## src/cfg_pkg.sv

```systemverilog
// constants for the warm-boot reconfiguration control block
package cfg_pkg;
  // configuration word stream
  localparam logic [31:0] SYNC_WORD     = 32'hAA995566;
  localparam int          HDR_TYPE_MSB  = 31;
  localparam int          HDR_TYPE_LSB  = 29;
  localparam int          HDR_OP_MSB    = 28;
  localparam int          HDR_OP_LSB    = 27;
  localparam int          HDR_ADDR_MSB  = 26;
  localparam int          HDR_ADDR_LSB  = 13;
  localparam int          HDR_CNT_MSB   = 10;
  localparam logic [2:0]  HDR_TYPE1     = 3'h1;
  localparam logic [1:0]  OP_READ       = 2'h1;
  localparam logic [1:0]  OP_WRITE      = 2'h2;
  localparam logic [10:0] CNT_ONE       = 11'h001;
  localparam int          CMD_MSB       = 4;
  // register addresses
  localparam logic [13:0] REG_CMD       = 14'h0004;
  localparam logic [13:0] REG_WARM      = 14'h0010;
  localparam logic [13:0] REG_TIMER     = 14'h0011;
  localparam logic [13:0] REG_HIST      = 14'h0016;
  // command codes
  localparam logic [4:0]  CMD_REPROG    = 5'h0F;
  localparam logic [4:0]  CMD_DESYNC    = 5'h0D;
  localparam logic [4:0]  CMD_RELOAD    = 5'h11;
  // warm_start_address fields
  localparam int          RS_MSB        = 31;
  localparam int          RS_LSB        = 30;
  localparam int          START_MSB     = 28;
  localparam int          SPI_START_MSB = 23;
  // timer register fields
  localparam int          TMR_VAL_MSB   = 29;
  localparam int          TMR_CFG_MON   = 30;
  localparam int          TMR_USR_MON   = 31;
  // boot history entry layout
  localparam int          ENTRY_W       = 8;
  localparam int          H_VALID       = 0;
  localparam int          H_FALLBACK    = 1;
  localparam int          H_REPROG      = 2;
  localparam int          H_WTO         = 3;
  localparam int          H_ID          = 4;
  localparam int          H_CRC         = 5;
  localparam int          H_WRAP        = 6;
  // configuration mode straps
  localparam logic [2:0]  MODE_MSERIAL  = 3'h0;
  localparam logic [2:0]  MODE_SPI      = 3'h1;
  localparam logic [2:0]  MODE_BPI      = 3'h2;
  localparam logic [2:0]  MODE_MPAR     = 3'h4;
  // spi address framing: 24 address bits then an undefined low byte
  localparam int          SPI_BITS      = 32;
  localparam logic [7:0]  SPI_LOW_FILL  = 8'hFF;
  localparam logic [5:0]  SPI_CNT_LAST  = 6'h1F;
  // watchdog time base: oscillator divided by 256, emulated on clk
  localparam int          CLK_KHZ       = 40000;
  localparam int          OSC_KHZ       = 65000;
  localparam int          OSC_DIV       = 256;
  localparam int          TICK_CYC      = OSC_DIV * CLK_KHZ / OSC_KHZ;
  localparam int          WDOG_W        = 30;
endpackage

```

## src/wdog_if.sv

```systemverilog
// watchdog control and expiry signals between controller and timer
`timescale 1ns/1ps
`default_nettype none
interface wdog_if;
  logic                         enable;
  logic [cfg_pkg::WDOG_W-1:0]   loadVal;
  logic                         reload;
  logic                         expired;
  modport ctrl  (output enable, output loadVal, output reload, input expired);
  modport timer (input enable, input loadVal, input reload, output expired);
endinterface
`default_nettype wire

```

## src/warm_boot_reconfig_control.sv

```systemverilog
// warm-boot reconfiguration controller: word parser, boot history, fallback
`timescale 1ns/1ps
`default_nettype none
module warm_boot_reconfig_control (
  // clock and reset
  input  wire logic        clk,
  input  wire logic        nrst,
  // configuration word port
  input  wire logic        cfgWrite,
  input  wire logic [31:0] cfgWord,
  output logic             rdValid,
  output logic [31:0]      rdData,
  // mode straps from pins
  input  wire logic [2:0]  modePins,
  // configuration engine status
  input  wire logic        memCleared,
  input  wire logic        loadOk,
  input  wire logic        wrapFault,
  input  wire logic        crcFault,
  input  wire logic        idFault,
  output logic             loadStart,
  // device pins
  output logic             initFlagPin,
  output logic             doneOut,
  output logic [1:0]       revSelOut,
  output logic             revSelOe,
  output logic [28:0]      flashAddrOut,
  output logic             flashAddrOe,
  output logic             spiAddrBit,
  output logic             spiAddrEn
);
  typedef enum logic [4:0] {
    C_CLEAR = 5'h01, C_APPLY = 5'h02, C_LOAD = 5'h04, C_USER = 5'h08, C_FAIL = 5'h10
  } cfg_state_t;
  typedef enum logic [2:0] {P_UNSYNC = 3'h1, P_HDR = 3'h2, P_DATA = 3'h4} parse_state_t;

  // undo the per-byte bit reversal of the port
  function automatic logic [31:0] byteSwap(input logic [31:0] w);
    logic [31:0] r;
    r = '0;
    for (int i = 0; i < 32; i++) begin
      r[i] = w[(i / 8) * 8 + 7 - (i % 8)];
    end
    return r;
  endfunction

  wdog_if wd ();

  cfg_state_t                   state_r;
  parse_state_t                 pState_r;
  logic [2:0]                   modeMeta_r;
  logic [2:0]                   mode_r;
  logic [31:0]                  word;
  logic [13:0]                  regAddr_r;
  logic [31:0]                  warmAddr_r;
  logic [31:0]                  timer_r;
  logic [2*cfg_pkg::ENTRY_W-1:0] history_r;
  logic [cfg_pkg::ENTRY_W-1:0]  entry;
  logic                         fallback_r;
  logic                         warm_r;
  logic                         wdLock_r;
  logic                         iprogSeen_r;
  logic                         wtoSeen_r;
  logic [31:0]                  spiShift_r;
  logic [5:0]                   spiCnt_r;
  logic                         dataWr;
  logic                         cmdWr;
  logic                         reprogCmd;
  logic                         reprogTake;
  logic                         loadFail;
  logic                         record;
  logic                         isSpi;
  logic                         isFlashPar;

  // mode straps come from pins
  always_ff @(posedge clk or negedge nrst) begin
    if (!nrst) begin
      modeMeta_r <= 3'h0;
      mode_r     <= 3'h0;
    end else begin
      modeMeta_r <= modePins;
      mode_r     <= modeMeta_r;
    end
  end

  assign isSpi      = (mode_r == cfg_pkg::MODE_SPI);
  assign isFlashPar = (mode_r == cfg_pkg::MODE_BPI);
  assign word       = byteSwap(cfgWord);

  // packet parser: sync, type-1 header, one data word
  always_ff @(posedge clk or negedge nrst) begin
    if (!nrst) begin
      pState_r  <= P_UNSYNC;
      regAddr_r <= 14'h0000;
    end else if (reprogTake) begin
      pState_r <= P_UNSYNC;
    end else if (cfgWrite) begin
      case (pState_r)
        P_UNSYNC: begin
          if (word == cfg_pkg::SYNC_WORD) begin
            pState_r <= P_HDR;
          end
        end
        P_HDR: begin
          if (word[cfg_pkg::HDR_TYPE_MSB:cfg_pkg::HDR_TYPE_LSB] == cfg_pkg::HDR_TYPE1 &&
              word[cfg_pkg::HDR_OP_MSB:cfg_pkg::HDR_OP_LSB] == cfg_pkg::OP_WRITE &&
              word[cfg_pkg::HDR_CNT_MSB:0] == cfg_pkg::CNT_ONE) begin
            regAddr_r <= word[cfg_pkg::HDR_ADDR_MSB:cfg_pkg::HDR_ADDR_LSB];
            pState_r  <= P_DATA;
          end
        end
        P_DATA: begin
          pState_r <= (cmdWr && word[cfg_pkg::CMD_MSB:0] == cfg_pkg::CMD_DESYNC) ?
                      P_UNSYNC : P_HDR;
        end
        default: pState_r <= P_UNSYNC;
      endcase
    end
  end

  assign dataWr    = cfgWrite && (pState_r == P_DATA);
  assign cmdWr     = dataWr && (regAddr_r == cfg_pkg::REG_CMD);
  assign reprogCmd = cmdWr && (word[cfg_pkg::CMD_MSB:0] == cfg_pkg::CMD_REPROG);
  // skipped while the safe image is loading
  assign reprogTake = reprogCmd && !fallback_r &&
                      (state_r == C_USER || state_r == C_LOAD);

  // register reads answer one cycle after the read header
  always_ff @(posedge clk or negedge nrst) begin
    if (!nrst) begin
      rdValid <= 1'b0;
      rdData  <= 32'h00000000;
    end else begin
      rdValid <= 1'b0;
      if (cfgWrite && pState_r == P_HDR &&
          word[cfg_pkg::HDR_TYPE_MSB:cfg_pkg::HDR_TYPE_LSB] == cfg_pkg::HDR_TYPE1 &&
          word[cfg_pkg::HDR_OP_MSB:cfg_pkg::HDR_OP_LSB] == cfg_pkg::OP_READ) begin
        rdValid <= 1'b1;
        if (word[cfg_pkg::HDR_ADDR_MSB:cfg_pkg::HDR_ADDR_LSB] == cfg_pkg::REG_HIST) begin
          rdData <= byteSwap({16'h0000, history_r});
        end else if (word[cfg_pkg::HDR_ADDR_MSB:cfg_pkg::HDR_ADDR_LSB] == cfg_pkg::REG_WARM) begin
          rdData <= byteSwap(warmAddr_r);
        end else begin
          rdData <= 32'h00000000;
        end
      end
    end
  end

  // warm address and timer survive a reprogram
  always_ff @(posedge clk or negedge nrst) begin
    if (!nrst) begin
      warmAddr_r <= 32'h00000000;
      timer_r    <= 32'h00000000;
    end else if (dataWr && regAddr_r == cfg_pkg::REG_WARM) begin
      warmAddr_r <= word;
    end else if (dataWr && regAddr_r == cfg_pkg::REG_TIMER) begin
      timer_r <= word;
    end
  end

  // main configuration sequence
  assign loadFail = (state_r == C_LOAD) && (wrapFault || crcFault || idFault) ||
                    wd.expired;
  assign record   = (state_r == C_LOAD && loadOk) || loadFail;

  always_ff @(posedge clk or negedge nrst) begin
    if (!nrst) begin
      state_r    <= C_CLEAR;
      fallback_r <= 1'b0;
      warm_r     <= 1'b0;
      wdLock_r   <= 1'b0;
    end else begin
      case (state_r)
        C_CLEAR: begin
          if (memCleared) begin
            state_r <= C_APPLY;
          end
        end
        C_APPLY, C_LOAD, C_USER: begin
          if (loadFail && fallback_r) begin
            state_r <= C_FAIL;
          end else if (loadFail) begin
            state_r    <= C_CLEAR;
            fallback_r <= 1'b1;
            warm_r     <= 1'b0;
            wdLock_r   <= 1'b1;
          end else if (reprogTake) begin
            state_r <= C_CLEAR;
            warm_r  <= 1'b1;
          end else if (state_r == C_LOAD && loadOk) begin
            state_r    <= C_USER;
            fallback_r <= 1'b0;
            if (warm_r) begin
              wdLock_r <= 1'b0;
            end
          end else if (state_r == C_APPLY &&
                       (!isSpi || spiCnt_r == cfg_pkg::SPI_CNT_LAST)) begin
            state_r <= C_LOAD;
          end
        end
        C_FAIL: state_r <= C_FAIL;
        default: state_r <= C_CLEAR;
      endcase
    end
  end

  // spi start address: 24 bits then the undefined low byte
  always_ff @(posedge clk or negedge nrst) begin
    if (!nrst) begin
      spiShift_r <= 32'h00000000;
      spiCnt_r   <= 6'h00;
    end else if (state_r == C_APPLY && isSpi) begin
      spiShift_r <= {spiShift_r[30:0], 1'b0};
      spiCnt_r   <= spiCnt_r + 6'h01;
    end else begin
      spiShift_r <= warm_r ? {warmAddr_r[cfg_pkg::SPI_START_MSB:0], cfg_pkg::SPI_LOW_FILL}
                           : 32'h00000000;
      spiCnt_r   <= 6'h00;
    end
  end

  // per-attempt flags; a new event in the restart cycle is kept
  always_ff @(posedge clk or negedge nrst) begin
    if (!nrst) begin
      iprogSeen_r <= 1'b0;
      wtoSeen_r   <= 1'b0;
    end else if (state_r == C_CLEAR) begin
      iprogSeen_r <= warm_r || (reprogCmd && fallback_r);
      wtoSeen_r   <= 1'b0;
    end else begin
      iprogSeen_r <= iprogSeen_r || (reprogCmd && fallback_r);
      wtoSeen_r   <= wtoSeen_r || wd.expired;
    end
  end

  always_comb begin
    entry                       = '0;
    entry[cfg_pkg::H_VALID]     = 1'b1;
    entry[cfg_pkg::H_FALLBACK]  = fallback_r;
    entry[cfg_pkg::H_REPROG]    = iprogSeen_r || (reprogCmd && fallback_r);
    entry[cfg_pkg::H_WTO]       = wtoSeen_r || wd.expired;
    entry[cfg_pkg::H_ID]        = idFault && state_r == C_LOAD;
    entry[cfg_pkg::H_CRC]       = crcFault && state_r == C_LOAD;
    entry[cfg_pkg::H_WRAP]      = wrapFault && state_r == C_LOAD;
  end

  // two-deep history: newest shifts into older on every outcome
  always_ff @(posedge clk or negedge nrst) begin
    if (!nrst) begin
      history_r <= '0;
    end else if (record) begin
      history_r <= {history_r[cfg_pkg::ENTRY_W-1:0], entry};
    end
  end

  // watchdog: configuration monitor while loading, user monitor after
  assign wd.enable  = !wdLock_r && !fallback_r &&
                      ((timer_r[cfg_pkg::TMR_CFG_MON] && (state_r == C_APPLY ||
                        state_r == C_LOAD)) ||
                       (timer_r[cfg_pkg::TMR_USR_MON] && state_r == C_USER));
  assign wd.loadVal = timer_r[cfg_pkg::TMR_VAL_MSB:0];
  assign wd.reload  = (cmdWr && word[cfg_pkg::CMD_MSB:0] == cfg_pkg::CMD_RELOAD) ||
                      (dataWr && regAddr_r == cfg_pkg::REG_TIMER);

  wdog_timer wdTimer (
    .clk  (clk),
    .nrst (nrst),
    .wd   (wd.timer)
  );

  // pin drive
  assign loadStart    = (state_r == C_APPLY) && (!isSpi || spiCnt_r == cfg_pkg::SPI_CNT_LAST);
  assign initFlagPin  = (state_r != C_CLEAR) && (state_r != C_FAIL);
  assign doneOut      = (state_r == C_USER);
  assign spiAddrBit   = spiShift_r[cfg_pkg::SPI_BITS-1];
  assign spiAddrEn    = (state_r == C_APPLY) && isSpi;
  assign flashAddrOe  = isFlashPar && (state_r == C_APPLY || state_r == C_LOAD);
  assign flashAddrOut = warm_r ? warmAddr_r[cfg_pkg::START_MSB:0] : 29'h00000000;
  assign revSelOe     = (state_r == C_APPLY || state_r == C_LOAD) && !isSpi &&
                        (warm_r || (fallback_r && (isFlashPar ||
                                    mode_r == cfg_pkg::MODE_MPAR)));
  assign revSelOut    = warm_r ? warmAddr_r[cfg_pkg::RS_MSB:cfg_pkg::RS_LSB] : 2'h0;
endmodule
`default_nettype wire

```

## src/wdog_timer.sv

```systemverilog
// 30-bit configuration watchdog with divided-oscillator tick
`timescale 1ns/1ps
`default_nettype none
module wdog_timer (
  // clock and reset
  input wire logic clk,
  input wire logic nrst,
  // control
  wdog_if.timer    wd
);
  localparam logic [7:0] TICK_LAST = 8'(cfg_pkg::TICK_CYC - 1);

  logic [7:0]                 preCnt_r;
  logic                       tick;
  logic [cfg_pkg::WDOG_W-1:0] cnt_r;

  assign tick = (preCnt_r == TICK_LAST);

  // prescaler stands for the oscillator divided by 256
  always_ff @(posedge clk or negedge nrst) begin
    if (!nrst) begin
      preCnt_r <= 8'h00;
    end else if (!wd.enable || tick) begin
      preCnt_r <= 8'h00;
    end else begin
      preCnt_r <= preCnt_r + 8'h01;
    end
  end

  // a disabled timer holds the load value so enabling starts a full count
  always_ff @(posedge clk or negedge nrst) begin
    if (!nrst) begin
      cnt_r <= '0;
    end else if (!wd.enable || wd.reload) begin
      cnt_r <= wd.loadVal;
    end else if (tick && cnt_r != '0) begin
      cnt_r <= cnt_r - 30'h00000001;
    end
  end

  assign wd.expired = wd.enable && !wd.reload && tick && (cnt_r == '0);
endmodule
`default_nettype wire

```

## config.mk

```make
export PLATFORM = sky130hd
export DESIGN_NAME = warm_boot_reconfig_control
export DESIGN_NICKNAME = d
export VERILOG_FILES = /design/src/cfg_pkg.sv /design/src/wdog_if.sv /design/src/warm_boot_reconfig_control.sv /design/src/wdog_timer.sv
export SDC_FILE = /design/constraint.sdc
export NUM_CORES = 1
export LEC_CHECK = 0
export ABC_AREA = 1
export BUFFER_PORTS_ARGS = -buffer_cell sky130_fd_sc_hd__buf_2
export CAP_MARGIN = 20
export CORE_ASPECT_RATIO = 0.8
export CORE_MARGIN = 2
export CORE_UTILIZATION = 50
export CTS_CLUSTER_SIZE = 10
export DETAILED_ROUTE_END_ITERATION = 10
export PLACE_DENSITY = 0.72
export SYNTH_ARGS = -nofsm -noshare
export SYNTH_HDL_FRONTEND = slang
export SYNTH_SLANG_ARGS = --single-unit
```

## constraint.sdc

```tcl
create_clock -name clk -period 4 [get_ports clk]
set_input_delay 0.8 -clock clk [delete_from_list [all_inputs] [get_ports clk]]
set_output_delay 0.8 -clock clk [all_outputs]
set_load 0.005 [all_outputs]
```

== After elaboration in Yosys (flattened, before gate mapping) ==
Cells that the tools add are included.

* Muxes and demuxes: 35
* Equality and inequality tests: 33
* $mul: 0
* Magnitude comparators: 0
* Reductions and logical operators: 72
* Bitwise logic cells: 3
* Shift-type cells: 0
* Divide/modulo/power cells: 0
* Add/subtract/negate cells: 3

{| class="wikitable"
|+ Operators with widths
! kind !! number
|-
| 2-to-1 mux 32 bit || 4
|-
| 2-to-1 mux 30 bit || 2
|-
| == test 14 x 5 -> 1 bit (second input constant) || 4
|-
| logical AND 1 bit || 36
|-
| == test 32 bit (second input constant) || 1
|-
| logical NOT 30 bit || 1
|-
| 2-to-1 mux 5 bit || 6
|-
| nonzero test 30 bit || 1
|-
| subtractor 30 x 1 -> 30 bit (second input constant) || 1
|-
| 2-to-1 mux 29 bit || 1
|-
| logical OR 1 bit || 16
|-
| == test 5 x 4 -> 1 bit (second input constant) || 3
|-
| case mux 5 bit (3 select lines) || 1
|-
| == test 14 x 3 -> 1 bit (second input constant) || 1
|-
| 2-to-1 mux 1 bit || 12
|-
| 2-to-1 mux 3 bit || 4
|-
| == test 11 x 1 -> 1 bit (second input constant) || 1
|-
| == test 5 bit (second input constant) || 2
|-
| nonzero test 2 bit || 5
|-
| == test 3 x 1 -> 1 bit (second input constant) || 3
|-
| case mux 3 bit (3 select lines) || 1
|-
| adder 8 x 1 -> 8 bit (second input constant) || 1
|-
| == test 8 bit (second input constant) || 1
|-
| 2-to-1 mux 8 bit || 1
|-
| 24 further kinds || 37
|}

* Memories kept: 0
* Latch bits: 0
* Bits in registers: 220
* Output and inout bits: 71
* Logic and storage cells: 165
* Bits in read-only memories: 0
* Input bits: 43
* Memory bits (writable): 0

== Depth between registers and ports, before layout ==
* Word-level depth: 13
* Mapped depth: 14
* Depth with buffers taken out: 14

== Hierarchy ==
From an unflattened synthesis, not the netlist that was laid out.

* Cells, all modules: 1,358
* Area total of the unflattened synthesis: 10,852.9 um^2

{| class="wikitable"
|+ By module, submodules not included
! module !! instances !! area each (um^2) !! cells an instance !! seq. area each (um^2)
|-
| warm_boot_reconfig_control || 1 || 7,926.4 || 893 || 4,556.9
|-
| wdog_timer || 1 || 2,926.6 || 465 || 950.9
|}

== Worst setup path after synthesis ==
No wires, ideal clock.

* Kind: flip-flop to output port
* Start point: register state_r[3]
* End point: output spiAddrEn
* Data required time: 3.200 ns
* Cell stages (with the launch flop): 8
* Arrival: 1.288 ns
* Slack: 1.912 ns
* Path through: dfrtp_1 > nor2_2 > nand3_1 > inv_1 > nand2_1 > inv_1 > buf_2 > buf_2

* Longest elaborated chain between the ends: 2

{| class="wikitable"
|+ Ends and longest elaborated chain
! what !! line !! RTL
|-
| from (decl) || warm_boot_reconfig_control.sv:49 || <nowiki>cfg_state_t state_r;</nowiki>
|-
| from (signal assigned) || warm_boot_reconfig_control.sv:169 || <nowiki>state_r <= C_CLEAR;</nowiki>
|-
| from (signal assigned) || warm_boot_reconfig_control.sv:177 || <nowiki>state_r <= C_APPLY;</nowiki>
|-
| from (signal assigned) || warm_boot_reconfig_control.sv:182 || <nowiki>state_r <= C_FAIL;</nowiki>
|-
| == test 5 x 2 -> 1 bit || warm_boot_reconfig_control.sv:277 || <nowiki>assign spiAddrEn = (state_r == C_APPLY) && isSpi;</nowiki>
|-
| logical AND 1 bit || warm_boot_reconfig_control.sv:277 ||
|-
| to (decl) || warm_boot_reconfig_control.sv:30 || <nowiki>output logic spiAddrEn</nowiki>
|}

No other way between the ends.

== Final worst setup path ==
* Start point: register warm_r
* End point: output flashAddrOut[13]

* Longest elaborated chain between the ends: 1

{| class="wikitable"
|+ Ends and longest elaborated chain
! what !! line !! RTL
|-
| from (decl) || warm_boot_reconfig_control.sv:60 || <nowiki>logic warm_r;</nowiki>
|-
| from (signal assigned) || warm_boot_reconfig_control.sv:171 || <nowiki>warm_r <= 1'b0;</nowiki>
|-
| from (signal assigned) || warm_boot_reconfig_control.sv:186 || <nowiki>warm_r <= 1'b0;</nowiki>
|-
| from (signal assigned) || warm_boot_reconfig_control.sv:190 || <nowiki>warm_r <= 1'b1;</nowiki>
|-
| 2-to-1 mux 29 bit || warm_boot_reconfig_control.sv:279 || <nowiki>assign flashAddrOut = warm_r ? warmAddr_r[cfg_pkg::START_MSB:0] : 29'h00000000;</nowiki>
|-
| to (decl) || warm_boot_reconfig_control.sv:27 || <nowiki>output logic [28:0] flashAddrOut,</nowiki>
|}

No other way between the ends.

==> flow_summary.yaml <==
logic_synthesis:
  synth-seq-cells: 220
  yosys.area.top_type: "dfrtp_1"
  async_flop_share_pct: 100.0
  synth_edf_count: 0
  synth_cell_types: 39
  synthFlopType: "dfrtp_1"
  synthSimpleGateAreaFrac_pct: 26.37
  avgSynthCellArea_um2: 8.219
  synth_common_cells: "nand2_1, dfrtp_1, inv_1, o21ai_0, nand3_1"
  yosys.area.top_type_share_pct: 52.93
  synth_cells: 1254
  synth_xor_area_share_pct: 2.464
  netlist_area_um2: 10310
  synth_top_family_by_area: "simple AND/OR/NAND/NOR gates"
  ys_seq_area_share_pct: 53.44
  yosysMostFrequentCell: "nand2_1"
  syn-num-nets: 1302
  yosys-top-cells-area: "dfrtp_1, nand2_1, o21ai_0"
  yosysWarnings: 0
  muxShareOfSynthArea_pct: 0
  synth_adder_area_share_pct: 0.6070
  synth-compound-area-share_pct: 8.947
global_routing:
  grt_max_degree: 119
  grt_pass1_vias: 7873
  track_usage_pct: 23.83
  antenna_found_initial: 1
  grt_pass1_wl_mm: 41.32
  overflow: 0
floorplan:
  fp.coreArea_um2: 20030
  io_pins: 114
  die-area_um2: 21780
  start_util_pct: 51.46
  die_x_um: 164.5
  fp-row-count: 46
  die_y_um: 132.4
drt:
  drt_pass1_iterations: 5
  routed.top_layer: "met4"
  initialDrtViolationCount: 884
  wl_met2_mm: 10.60
  drtAntennaViolNets: 0
  route.vias.total: 8543
  wl_per_cell_um: 15.76
  met1_length_mm: 12.33
  wl_met3_mm: 2.406
  wirelength_mm: 25.75
  drc_errors: 0
  vias_per_cell: 5.228
clock_network:
  cts-buffers-inserted: 25
  cts_hold_buffers: 0
  htreeDepth: 1
  clk_pin_slew_ps: 60
  clk_latency_ps: 520
  cts_tree: "done"
  cts_root_buf: "clkbuf_16"
  post_cts_buffers: 0
  cts_sinks: 220
  clockBufferDepth: 3
  cts_resized: 0
final_layout:
  fin_cells: 1634
  fillers: 1820
  drive_gt1_share_pct: 15.63
  layout.nets: 1410
  fin_area_um2: 11770
  area_growth_pct: 14.18
timing:
  fin_tns_setup_ps: 0
  maxSlewViolCount: 0
  rsz0062_at_grt: "no"
  final_hold_viol_count: 0
  fin_crit_sh_pct: 70.97
  fin_crit_ps: 2839
  skew_ps: 13.16
  finalSetupViolCount: 0
  slew_headroom_pct: 38.74
  fmax_ghz: 0.3523
  tightestPinTransition_ps: 916.4
setup_path:
  cp-start-kind: "register"
  crit_fanout: 24
  critPathCaptureType: "primary output"
  crit_path_max_incr_delay_ps: 910
  crit_arrival_ps: 2040
  crit_buf_inv: 3
  crit_type: "register to primary output"
  critPathRequiredTime_ps: 3200
  cp_top_family: "flip-flops"
  critical_path.slowest_cell: "dfrtp_1"
  worstPathCellList: "buf_4 -> nand2_1 -> inv_1 -> buf_2"
place:
  dpl_cell_area_um2: 11100
  place_hpwl_mm: 18.39
  gp_congestion: 0.8731
  io_buffers: 113
  place_inst: 1599
pwr:
  powerDensity_nw_per_um2: 405.8
  p_leak_nw: 6.492
  vdd_drop_max_mv: 0.3415
hold_path:
  hp-class: "register to register"
status:
  status: "finished clean"
job:
  drv_cap: 0
sequential cells by signal, summed over array words and instances (netlist names), 5 cells and up:
signal and flops:
spiShift_r 32, wdTimer.preCnt_r 8, regAddr_r 14, warmAddr_r 32, history_r 14, spiCnt_r 6
state_r 5, timer_r 32, rdData 32, wdTimer.cnt_r 30
worst paths after layout:
path	from	to	slack [ps]	cells past startpoint
min in group asynchronous	nrst	wdTimer.cnt_r[11]$_DFFE_PN0P_	360	1
max	warm_r$_DFFE_PN0P_	flashAddrOut[13]	1160	4
min	modeMeta_r[1]$_DFF_PN0_	mode_r[1]$_DFF_PN0_	350	0
max in group asynchronous	nrst	state_r[0]$_DFFE_PN1P_	2590	2
max reg2reg	state_r[1]$_DFFE_PN0P_	wdTimer.cnt_r[16]$_DFFE_PN0P_	1690	12
min reg2reg	modeMeta_r[1]$_DFF_PN0_	mode_r[1]$_DFF_PN0_	350	0
cell type report:
cell class	count	area (um2)	area share (%)
antenna	1	2.502	0.02127
clock buffer	33	655.6	5.572
clock inverter	1	8.758	0.07443
inverter	170	638.1	5.423
multi-input combinational	821	3966	33.71
sequential	220	5508	46.81
tap	264	330.3	2.807
timing repair buffer	124	658.1	5.593
power by group:
part | total, W | internal (W) | switching, W
Combinational | 0.000416 | 0.000132 | 0.000283
Clock | 0.00199 | 0.00113 | 0.000861
Sequential | 0.00237 | 0.00232 | 0.0000550
cell usage in the layout (no fill, tap or decap), types with 17 or more instances in the layout:
cell type    n
buf_2      112
nor2_1      81
xor2_1      28
dfrtp_1    218
clkbuf_16   25
nand3_1     82
inv_1      162
o21ai_1     18
nand4_1     17
o21ai_0    124
nand2_1    368
per-layer routing:
| metal | up-vias | track usage [%] |
|---|---|---|
| li1 | 4149 | - |
| met1 | 4022 | 38.15 |
| met2 | 334 | 33.61 |
| met3 | 38 | 5.486 |
| met4 | 0 | 3.575 |
| met5 | - | 0 |
logic make-up (layout without fill, tap and decap cells):
logic type               count (synthesis)  in the layout
XOR/XNOR                                29             29
buffers and inverters                  213            328
adder cells (fa/ha/maj)                  5              5
AO/OA/AOI/OAI                          172            172
other                                    0              1
AND/OR/NAND/NOR                        615            615
flip-flops                             220            220
per-stage QoR:
step / total power, W / util, % / setup WS [ps] / hold slack, ps
after floorplan: 0.002655 / - / 1912 / 331.2
after global placement: 0.002811 / 55.42 / 1291 / 333.7
after detailed placement: 0.002823 / 55.42 / 1124 / 338.1
after CTS: 0.004802 / 58.74 / 1188 / 353.0
after global routing: 0.004970 / 58.74 / 1074 / 355.7
final: 0.004775 / 58.75 / 1161 / 348.6
(Power assumes the default switching activity.)
